$ cat config.mk
export PLATFORM = sky130hd
export DESIGN_NAME = rogf_top
export DESIGN_NICKNAME = d
export VERILOG_FILES = /design/src/common/rogf_pkg.sv /design/src/core/rogf_top.sv
export SDC_FILE = /design/constraint.sdc
export NUM_CORES = 1
export LEC_CHECK = 0
export ABC_AREA = 1
export BUFFER_PORTS_ARGS = -buffer_cell sky130_fd_sc_hd__buf_2
export CORE_AREA = 2 2 86 88
export CTS_CLUSTER_SIZE = 30
export DETAILED_ROUTE_END_ITERATION = 16
export DIE_AREA = 0 0 88 90
export PLACE_DENSITY = 0.67
export SLEW_MARGIN = 20
export SYNTH_ARGS = -nofsm -noshare
export SYNTH_HDL_FRONTEND = slang
export SYNTH_SLANG_ARGS = --single-unit
export TNS_END_PERCENT = 50
$ cat constraint.sdc
create_clock -name mclk -period 1.2 [get_ports mclk]
set_input_delay 0.24 -clock mclk [delete_from_list [all_inputs] [get_ports mclk]]
set_output_delay 0.24 -clock mclk [all_outputs]
set_load 0.05 [all_outputs]
$ cat src/common/rogf_pkg.sv
// How it works
// Twelve relay outputs each follow one bit of the twelve-bit data field as a contact closure.
// A separate gate relay and a completion flag line carry the handshake with the external timer.
// With timing mode off the card gates its data out without waiting for any answer.
// With timing mode on the card runs a gate and flag exchange and reports acceptance back.
// In timing mode the completion flag falls when the transfer ends and that edge raises an interrupt.
// With the instrument bus link chosen, a finished timing transfer raises the service request.
// Without an external timer the installer wires the gate output straight to the flag input.
// For automatic operation software first sets system and transfer enable, then writes the data.
// An all-ones data field is a valid value that closes every relay.
// After a write only relays whose data bit is set are closed.
// For timing mode software sets transfer, system and timing enable, then writes the data.
// The completion flag line is driven only while data transfer enable is on.
// After the completion interrupt software clears timing mode enable before going on.
// A data write moves its data to the relays at once, whatever transfer enable holds.
// The gate is withheld until data transfer enable is set, so preloaded cards gate out together.
// In timing mode the flag stays pending while the flag input is open and returns once it closes.
// After the flag returns the card goes idle and keeps its relays latched until the next write.
package rogf_pkg;
  localparam logic [7:0] ADDR_CTRL = 8'h00;
  localparam logic [7:0] ADDR_DATA = 8'h04;
  localparam logic [7:0] ADDR_STAT = 8'h08;
  localparam logic [7:0] ADDR_INTS = 8'h0c;
  localparam logic [7:0] ADDR_INTM = 8'h10;
  localparam int CTRL_SYE = 0;
  localparam int CTRL_DTE = 1;
  localparam int CTRL_TME = 2;
  localparam int CTRL_BUS = 3;
  localparam int DATA_W = 12;
  localparam logic [DATA_W-1:0] RELAY_RST = 12'h000;
  localparam logic [31:0] ZERO_WORD = 32'h0000_0000;

  typedef enum logic [2:0] {
    ST_IDLE = 3'b001,
    ST_ARMED = 3'b010,
    ST_GATE = 3'b100
  } rogf_state_t;

  typedef struct packed {
    logic psel;
    logic penable;
    logic pwrite;
    logic [7:0] paddr;
    logic [31:0] pwdata;
  } rogf_apb_req_t;

  typedef struct packed {
    rogf_state_t state;
    logic system_enable_bit;
    logic data_transfer_enable_bit;
    logic timing_mode_enable_bit;
    logic bus_sel;
    logic [DATA_W-1:0] relay;
    logic gate;
    logic completion_timing_flag;
    logic ctf_oe;
    logic srq;
    logic int_sts;
    logic int_msk;
    logic irq;
    logic pready;
    logic pslverr;
    logic [31:0] prdata;
  } rogf_regs_t;
endpackage : rogf_pkg

$ cat src/core/rogf_top.sv
`timescale 1ns/1ps
module rogf_top (
  input wire logic mclk, // 100 MHz clock
  input wire logic resetn, // synchronous reset, active low
  input wire rogf_pkg::rogf_apb_req_t apb_req, // apb request group
  output logic pready, // apb ready
  output logic pslverr, // apb error on unmapped address
  output logic [31:0] prdata, // apb read data
  input wire logic flag_in, // external flag contact, high when closed
  output logic [rogf_pkg::DATA_W-1:0] relay_o, // relay coils, high closes contact
  output logic gate_o, // gate relay
  output logic ctf_o, // completion flag level, falls at completion
  output logic ctf_oe, // completion flag line drive enable
  output logic srq_o, // service request on the instrument bus link
  output logic irq_o // level interrupt
);
  rogf_pkg::rogf_regs_t st_ff;
  rogf_pkg::rogf_regs_t nxt_st;
  logic access;
  logic wr;
  logic rd;
  logic data_wr;
  logic done;

  function automatic logic hit(input logic [7:0] a, input logic [7:0] b);
    hit = (a == b);
  endfunction : hit

  // true for every offset that holds a register
  function automatic logic mapped_addr(input logic [7:0] a);
    mapped_addr = hit(a, rogf_pkg::ADDR_CTRL) |
                  hit(a, rogf_pkg::ADDR_DATA) |
                  hit(a, rogf_pkg::ADDR_STAT) |
                  hit(a, rogf_pkg::ADDR_INTS) |
                  hit(a, rogf_pkg::ADDR_INTM);
  endfunction : mapped_addr

  // apb access phase decode
  assign access = apb_req.psel & apb_req.penable & st_ff.pready;
  assign wr = access & apb_req.pwrite;
  assign rd = access & ~apb_req.pwrite;
  assign data_wr = wr & hit(apb_req.paddr, rogf_pkg::ADDR_DATA);
  // completion: flag contact closed while gating in timing mode
  assign done = (st_ff.state == rogf_pkg::ST_GATE) & st_ff.timing_mode_enable_bit & flag_in;

  // next state of the whole block
  always_comb begin
    nxt_st = st_ff;
    nxt_st.pready = apb_req.psel & apb_req.penable & ~st_ff.pready;
    nxt_st.pslverr = 1'b0;
    if (nxt_st.pready) begin
      nxt_st.pslverr = ~mapped_addr(apb_req.paddr);
    end
    // control writes
    if (wr && hit(apb_req.paddr, rogf_pkg::ADDR_CTRL)) begin
      nxt_st.system_enable_bit = apb_req.pwdata[rogf_pkg::CTRL_SYE];
      nxt_st.data_transfer_enable_bit = apb_req.pwdata[rogf_pkg::CTRL_DTE];
      nxt_st.timing_mode_enable_bit = apb_req.pwdata[rogf_pkg::CTRL_TME];
      nxt_st.bus_sel = apb_req.pwdata[rogf_pkg::CTRL_BUS];
    end
    if (wr && hit(apb_req.paddr, rogf_pkg::ADDR_INTM)) begin
      nxt_st.int_msk = apb_req.pwdata[0];
    end
    // write one clears, a new completion in the same cycle wins
    if (wr && hit(apb_req.paddr, rogf_pkg::ADDR_INTS) && apb_req.pwdata[0]) begin
      nxt_st.int_sts = 1'b0;
    end
    // service request drops once software turns timing mode off
    if (st_ff.timing_mode_enable_bit && !nxt_st.timing_mode_enable_bit) begin
      nxt_st.srq = 1'b0;
    end
    // data word: relays follow at once, every bit pattern accepted
    if (data_wr) begin
      nxt_st.relay = apb_req.pwdata[rogf_pkg::DATA_W-1:0];
    end
    // gate sequencing
    case (st_ff.state)
      rogf_pkg::ST_IDLE: begin
        if (data_wr) begin
          nxt_st.state = rogf_pkg::ST_ARMED;
        end
      end
      rogf_pkg::ST_ARMED: begin
        if (st_ff.data_transfer_enable_bit && st_ff.system_enable_bit) begin
          nxt_st.state = rogf_pkg::ST_GATE;
        end
      end
      rogf_pkg::ST_GATE: begin
        if (!st_ff.timing_mode_enable_bit) begin
          nxt_st.state = data_wr ? rogf_pkg::ST_ARMED : rogf_pkg::ST_IDLE;
        end else if (flag_in) begin
          nxt_st.state = data_wr ? rogf_pkg::ST_ARMED : rogf_pkg::ST_IDLE;
        end
      end
      default: begin
        nxt_st.state = rogf_pkg::ST_IDLE;
      end
    endcase
    if (done) begin
      nxt_st.int_sts = 1'b1;
      if (st_ff.bus_sel) begin
        nxt_st.srq = 1'b1;
      end
    end
    // gate relay and flag follow the sequencer
    nxt_st.gate = (nxt_st.state == rogf_pkg::ST_GATE);
    nxt_st.completion_timing_flag = nxt_st.timing_mode_enable_bit & (nxt_st.state != rogf_pkg::ST_IDLE);
    nxt_st.ctf_oe = nxt_st.data_transfer_enable_bit;
    nxt_st.irq = nxt_st.int_sts & nxt_st.int_msk;
    // read data
    nxt_st.prdata = rogf_pkg::ZERO_WORD;
    if (nxt_st.pready && !apb_req.pwrite) begin
      if (hit(apb_req.paddr, rogf_pkg::ADDR_CTRL)) begin
        nxt_st.prdata[rogf_pkg::CTRL_SYE] = st_ff.system_enable_bit;
        nxt_st.prdata[rogf_pkg::CTRL_DTE] = st_ff.data_transfer_enable_bit;
        nxt_st.prdata[rogf_pkg::CTRL_TME] = st_ff.timing_mode_enable_bit;
        nxt_st.prdata[rogf_pkg::CTRL_BUS] = st_ff.bus_sel;
      end else if (hit(apb_req.paddr, rogf_pkg::ADDR_DATA)) begin
        nxt_st.prdata[rogf_pkg::DATA_W-1:0] = st_ff.relay;
      end else if (hit(apb_req.paddr, rogf_pkg::ADDR_STAT)) begin
        nxt_st.prdata[2:0] = st_ff.state;
        nxt_st.prdata[3] = st_ff.gate;
        nxt_st.prdata[4] = st_ff.completion_timing_flag;
        nxt_st.prdata[5] = flag_in;
        nxt_st.prdata[6] = st_ff.srq;
      end else if (hit(apb_req.paddr, rogf_pkg::ADDR_INTS)) begin
        nxt_st.prdata[0] = st_ff.int_sts;
      end else if (hit(apb_req.paddr, rogf_pkg::ADDR_INTM)) begin
        nxt_st.prdata[0] = st_ff.int_msk;
      end
    end
  end

  // state register
  always_ff @(posedge mclk) begin
    if (!resetn) begin
      st_ff <= '{state: rogf_pkg::ST_IDLE, relay: rogf_pkg::RELAY_RST,
                 prdata: rogf_pkg::ZERO_WORD, default: 1'b0};
    end else begin
      st_ff <= nxt_st;
    end
  end

  // outputs straight from the state register
  assign pready = st_ff.pready;
  assign pslverr = st_ff.pslverr;
  assign prdata = st_ff.prdata;
  assign relay_o = st_ff.relay;
  assign gate_o = st_ff.gate;
  assign ctf_o = st_ff.completion_timing_flag;
  assign ctf_oe = st_ff.ctf_oe;
  assign srq_o = st_ff.srq;
  assign irq_o = st_ff.irq;
endmodule : rogf_top

Yosys cells after proc, flatten, opt, wreduce, memory -nomap -nowiden
Index checks and enable logic that the tools add are counted.

word-level totals
  ROM bits = 0
  word-level logic and storage cells = 77
  bits in latches = 0
  input bits = 46
  flip-flop bits (word level) = 59
  bits in writable memories = 0
  memories = 0
  output and inout bits = 51

operators by class
  shifts and indexed selects = 0
  div/mod/pow operators = 0
  $add $sub $neg = 0
  reductions and logical operators = 14
  equal/unequal tests = 9
  order comparisons = 0
  mux-type cells = 18
  bitwise gates (word level) = 18
  multipliers = 0

operators with widths
  kind                                                             number
  8-bit by 4-bit == test with 1-bit output, second input constant  2
  3-bit 2-to-1 mux                                                 4
  1-bit AND                                                        9
  3-bit one-hot mux with 3 select lines                            1
  8-bit by 3-bit == test with 1-bit output, second input constant  1
  8-bit by 5-bit == test with 1-bit output, second input constant  1
  8-bit logical NOT                                                1
  4-bit 2-to-1 mux                                                 2
  1-bit logical AND                                                7
  1-bit 2-to-1 mux                                                 7
  7-bit 2-to-1 mux                                                 1
  3-bit == test, second input constant                             2
  6-bit 2-to-1 mux                                                 1
  1-bit NOT                                                        5
  2-bit 2-to-1 mux                                                 2
  1-bit OR                                                         4
  2-bit AND reduction                                              2
  4-bit OR reduction                                               1
  3-bit by 1-bit == test with 1-bit output, second input constant  1
  3-bit by 2-bit == test with 1-bit output, second input constant  1
  3-bit by 1-bit != test with 1-bit output, second input constant  1
  3-bit OR reduction                                               1
  1-bit logical NOT                                                2

Depth between registers and ports, before layout
  word-level depth = 11
  gate-level depth with buffers = 9
  depth with buffers taken out = 9

Worst setup path after synthesis
Ideal clock, no wire load.

  path kind = reg-to-reg
  start = reg st_ff (netlist bit pready)
  end = reg st_ff[58] in the netlist's numbering
  clock period less this slack = 1.496 ns
  arrival time = 1.430 ns
  setup slack = -0.296 ns
  library setup time = 0.066 ns
  buffers on the path = 1
  required time = 1.134 ns
  cell stages (with the launch flop) = 8
  path through = dfxtp_1 > nand2_2 > nor2_8 > inv_4 > nor2_8 > buf_8 > nand2_2 > a21oi_2

between the ends
  cells in the longest elaborated chain, start to end = 7
  elaborated cells between the ends (all ways) = 8
  those cells by class = 5 x mux; 3 x bitwise

ends and longest elaborated chain
  element                                    RTL line                        source
  start: declaration                         rogf_top.sv:17                  rogf_pkg::rogf_regs_t st_ff;
  start signal: assignment                   rogf_top.sv:137                 st_ff <= '{state: rogf_pkg::ST_IDLE, relay: rogf_pkg::RELAY_RST,
  start signal: assignment                   rogf_top.sv:140                 st_ff <= nxt_st;
  1-bit AND (*)                              rogf_top.sv:39                  assign access = apb_req.psel & apb_req.penable & st_ff.pready;
  1-bit AND (*)                              rogf_top.sv:40                  assign wr = access & apb_req.pwrite;
  1-bit AND (*)                              rogf_top.sv:42                  assign data_wr = wr & hit(apb_req.paddr, rogf_pkg::ADDR_DATA);
  2-bit 2-to-1 mux                           rogf_top.sv:90, rogf_top.sv:92
  3-bit 2-to-1 mux                           rogf_top.sv:91                  end else if (flag_in) begin
  3-bit 2-to-1 mux                           rogf_top.sv:89                  if (!st_ff.timing_mode_enable_bit) begin
  3-bit one-hot mux with 3 select lines (*)  rogf_top.sv:77                  case (st_ff.state)

Mark *: on every way between the ends. The rest lies on a longest branch, timed or not.
A chain may end at the register's enable or synchronous reset.

Worst setup path in the final report
  start = reg st_ff (netlist bit gate_o)
  end = out gate_o

RTL lines
  element           RTL line        source
  end: declaration  rogf_top.sv:11  output logic gate_o,

No word-level cell between the ends.

==> out/summary.md <==
The repair_antennas step left the layout with diodes totalling 0. The count of warnings emitted by yosys is 0, and the largest vdd supply drop is 422 uV. Dividing the detail-routed wire length by the instance count gives 11.0 microns. OpenSTA, run right after detailed placement, puts the worst setup slack at -121 ps.

Counting along the longest clock path gives a buffer depth of 2. Among all flip-flop cells after synthesis, the most frequent one is sky130_fd_sc_hd__dfxtp_1. For this design the static power due to leakage is 1.25 nW. The run gives 409 as the final cell count without fillers.

The count of nets left with antenna violations once routing finished came out at 0. In the synthesized netlist, the number of instances is 261. The final clock period utilization by the worst path was 0.969.

The clock drives 39 sinks. Path type of the worst setup path: reg2out. Setup violations remaining at the end of the flow were counted as 0. Entering global routing, the biggest net connects 19 pins. In this run the power density over the cells is 1140 mW/mm^2. The overall track demand over capacity in global routing was 0.112; the core occupancy in the finished layout was 0.351. The die span in x was 88 microns. The endpoint kind of the worst setup timing path is a primary output. In this run the mean area of a mapped cell was 7.86 sq um. STA puts the critical path data arrival time at 920 ps. After routing, the total negative slack on setup checks comes to 0 ps. For the area after detailed placement, the log shows 0.00227 sq mm. The initialized floorplan defines 31 standard-cell rows. The initial antenna violation count is 0. The class of the tightest hold or removal check was in2reg. The core region is 0.00702 sq mm. The critical-path cell with the highest stage delay was sky130_fd_sc_hd__dfxtp_1. The source-to-sink clock delay at the later pin of the worst-skew pair came out at 290 ps. The area growth from synthesis to layout is 20.1%. Across the routed clock network, the largest skew measured is 4.40 ps. The violation count after the first detailed-routing iteration came out at 44.

STA classifies the critical path startpoint as a flop. By area the synthesized netlist is led by sky130_fd_sc_hd__dfxtp_1 38%, sky130_fd_sc_hd__buf_4 16%, sky130_fd_sc_hd__nor2_1 5.9%, sky130_fd_sc_hd__nand2_1 5.7%, sky130_fd_sc_hd__inv_1 4.4%. CTS built an H-tree with a depth of 2.

Once layout is done, the placed cells without fillers occupy 0.00246 sq mm. After synthesis the cells add up to 0.00205 sq mm. Terminating pin of the worst hold path: relay_o[8]$_SDFFE_PN0N_. In this run the critical register-to-register path is captured at st_ff[58]$_SDFF_PN0_. The worst register-to-register path has a depth of 6. The placed cell count came out at 399. Post-CTS clock slew at the launch and capture registers of the worst setup and hold paths: 80 ps. The logs give 0 for the number of max-cap violations and 725 for the number of fill cells in the layout. The logs give 70 ps for the register-to-register path setup slack and 860 MHz for the fmax. The commonest cells after synthesis are 44 x sky130_fd_sc_hd__buf_4, 39 x sky130_fd_sc_hd__dfxtp_1, 32 x sky130_fd_sc_hd__nor2_1.

The startpoint identified for the worst register-to-register timing path is pready$_SDFF_PN0_. The worst hold path startpoint is apb_req[8]. The root buffer cell is sky130_fd_sc_hd__clkbuf_8. The via count is 1623. On the final layout, the worst hold slack is 174 ps. Detailed-route wire length: 4520 microns.

The total power draw is 2.81 mW, and the boundary pin count is 97. The run finished with clean final reports. The residual overflow from global routing is 0, and the vertical die dimension is 90 microns. The share of cells above drive strength 1 was 0.381.

The number of stages on the worst hold path came out at 3. Routability-driven placement finished with a final weighted congestion of 0.846. The number of global-route vias before repair was 1539; the final period demand of the worst path was 1160 ps. Synthesis inferred 39 register bits. The logs give 0 for the number of buffers added to fix hold violations after cts and 5 for the CTS buffer count. The floorplan step defined a die boundary enclosing 0.00792 sq mm. Effective utilization at floorplan: 0.292. The cell taking the most area after synthesis was sky130_fd_sc_hd__dfxtp_1. Using the TritonRoute via totals, the vias-per-cell ratio works out to 3.97. After detailed routing, the number of remaining DRC violations is 0. Required time of the critical path: 960 ps. The first TritonRoute pass finished after 4 iterations.

The share of Yosys cell area claimed by the top area cell type is 0.380, and the number of flops mapped to enable cells by yosys is 0. The final worst setup slack is 37.1 ps, and the number of distinct library cells after synthesis is 27. The run gives 6920 microns as the wire length of the first global-routing pass.

TritonCTS built the clock tree. Cell class contributing the biggest share of worst-path delay: flip-flops. Detailed placement ended at an HPWL of 3340 microns. Worst-path maximum fanout: 2. Yosys instantiated no cell more often than sky130_fd_sc_hd__buf_4.

Setup repair after global routing could not meet its margin everywhere. The number of endpoints with negative hold slack in the final report is 0. Input and output buffers added on the ports amount to 56. Traced cell by cell, the critical path runs through buf_2. For this run, the slowest stage of the critical path takes 360 ps. After the last flow step, the layout net total stands at 355. The run gives 0.380 as the sequential-to-total area share from yosys stat. The share of synthesized flip-flops with an asynchronous set or reset came out at 0. The critical path buffer and inverter count works out to 1.

The run gives 0 as the total count of max-transition violations in the final report.
## worst max path at each step
stage | start | to | depth (start not counted)
floorplan | pready$_SDFF_PN0_ | st_ff[58]$_SDFF_PN0_ | 7
global placement | apb_req[39] | st_ff[57]$_SDFF_PN1_ | 9
detailed placement | apb_req[39] | st_ff[57]$_SDFF_PN1_ | 9
CTS | ctf_oe$_SDFFE_PN0N_ | ctf_oe | 1
global route | st_ff[58]$_SDFF_PN0_ | ctf_o$_SDFF_PN0_ | 6
finish | gate_o$_SDFF_PN0_ | gate_o | 1
## sequential cells by signal (all words and copies together), names as in the netlist
register and cells:
irq_o 1, prdata 12, st_ff 8, gate_o 1, ctf_oe 1, pslverr 1
pready 1, srq_o 1, ctf_o 1, relay_o 12
## layer usage
layer	up-vias	share of wire	GRT usage
li1	848	-	-
met4	0	0.011	0.0397
met1	724	0.43	0.124
met2	45	0.51	0.196
met5	-	0	0
met3	6	0.051	0.0358
## power by group
group | total (mW) | switching [mW] | internal, mW
registers | 1.30 | 0.00214 | 1.29
clock network | 1.23 | 0.479 | 0.748
logic | 0.291 | 0.231 | 0.0601
## cell families (layout without fill, tap and decap cells)
| family | Yosys count | count (layout) | share of synthesized area |
|---|---|---|---|
| other | 1 | 20 | 0.00183 |
| and+or+nand+nor | 114 | 115 | 0.307 |
| DFF | 39 | 39 | 0.380 |
| AOI/OAI and AO/OA | 29 | 29 | 0.0738 |
| buffers and inverters | 78 | 107 | 0.237 |
## timing repair
action / 4_1_cts / 5_1_grt
cloned: 0 / 1
setup endpoints to repair: 1 / 32
pin swaps: 0 / 3
gates resized for setup: 1 / 17
setup buffers: 0 / 1
## layout make-up
cell class / instances / area, sq um / area share
multi-input cells: 164 / 891 / 0.361
repair buffers: 69 / 415 / 0.169
clock inverters: 1 / 30.0 / 0.0122
flip-flops and latches: 39 / 785 / 0.318
inverters: 30 / 123 / 0.0497
clock buffers: 7 / 97.6 / 0.0396
well taps: 99 / 124 / 0.0503
## layout by cell type (no fill, tap or decap)
| cell type | netlist | routed |
|---|---|---|
| sky130_fd_sc_hd__dfxtp_4 | 0 | 1 |
| sky130_fd_sc_hd__o21ai_1 | 9 | 9 |
| sky130_fd_sc_hd__nand3_1 | 14 | 14 |
| sky130_fd_sc_hd__clkbuf_4 | 0 | 8 |
| sky130_fd_sc_hd__o21ai_2 | 0 | 1 |
| sky130_fd_sc_hd__nor2_1 | 32 | 31 |
| sky130_fd_sc_hd__conb_1 | 1 | 20 |
| sky130_fd_sc_hd__inv_2 | 3 | 2 |
| sky130_fd_sc_hd__o21ai_0 | 9 | 8 |
| sky130_fd_sc_hd__nand2_1 | 31 | 30 |
| sky130_fd_sc_hd__inv_1 | 24 | 24 |
| sky130_fd_sc_hd__nor2_8 | 3 | 3 |
| sky130_fd_sc_hd__inv_4 | 3 | 4 |
| sky130_fd_sc_hd__nor3_4 | 1 | 1 |
| sky130_fd_sc_hd__nor2_2 | 12 | 13 |
| sky130_fd_sc_hd__a21oi_2 | 1 | 1 |
| sky130_fd_sc_hd__buf_2 | 2 | 46 |
| sky130_fd_sc_hd__nand2_4 | 1 | 2 |
| sky130_fd_sc_hd__nand3b_1 | 3 | 3 |
| sky130_fd_sc_hd__clkbuf_1 | 0 | 1 |
| sky130_fd_sc_hd__clkbuf_8 | 0 | 5 |
| sky130_fd_sc_hd__nand2_8 | 1 | 1 |
| sky130_fd_sc_hd__nor3_2 | 0 | 2 |
| sky130_fd_sc_hd__buf_12 | 0 | 1 |
| sky130_fd_sc_hd__dfxtp_1 | 39 | 38 |
| sky130_fd_sc_hd__buf_4 | 44 | 14 |
| sky130_fd_sc_hd__clkbuf_16 | 0 | 1 |
| sky130_fd_sc_hd__nand4_1 | 4 | 4 |
| sky130_fd_sc_hd__nand2_2 | 6 | 6 |
| sky130_fd_sc_hd__a21oi_1 | 9 | 9 |
| sky130_fd_sc_hd__bufinv_16 | 0 | 1 |
| sky130_fd_sc_hd__a211oi_1 | 1 | 1 |
| sky130_fd_sc_hd__nor2_4 | 4 | 5 |
(Power assumes the default switching activity.)
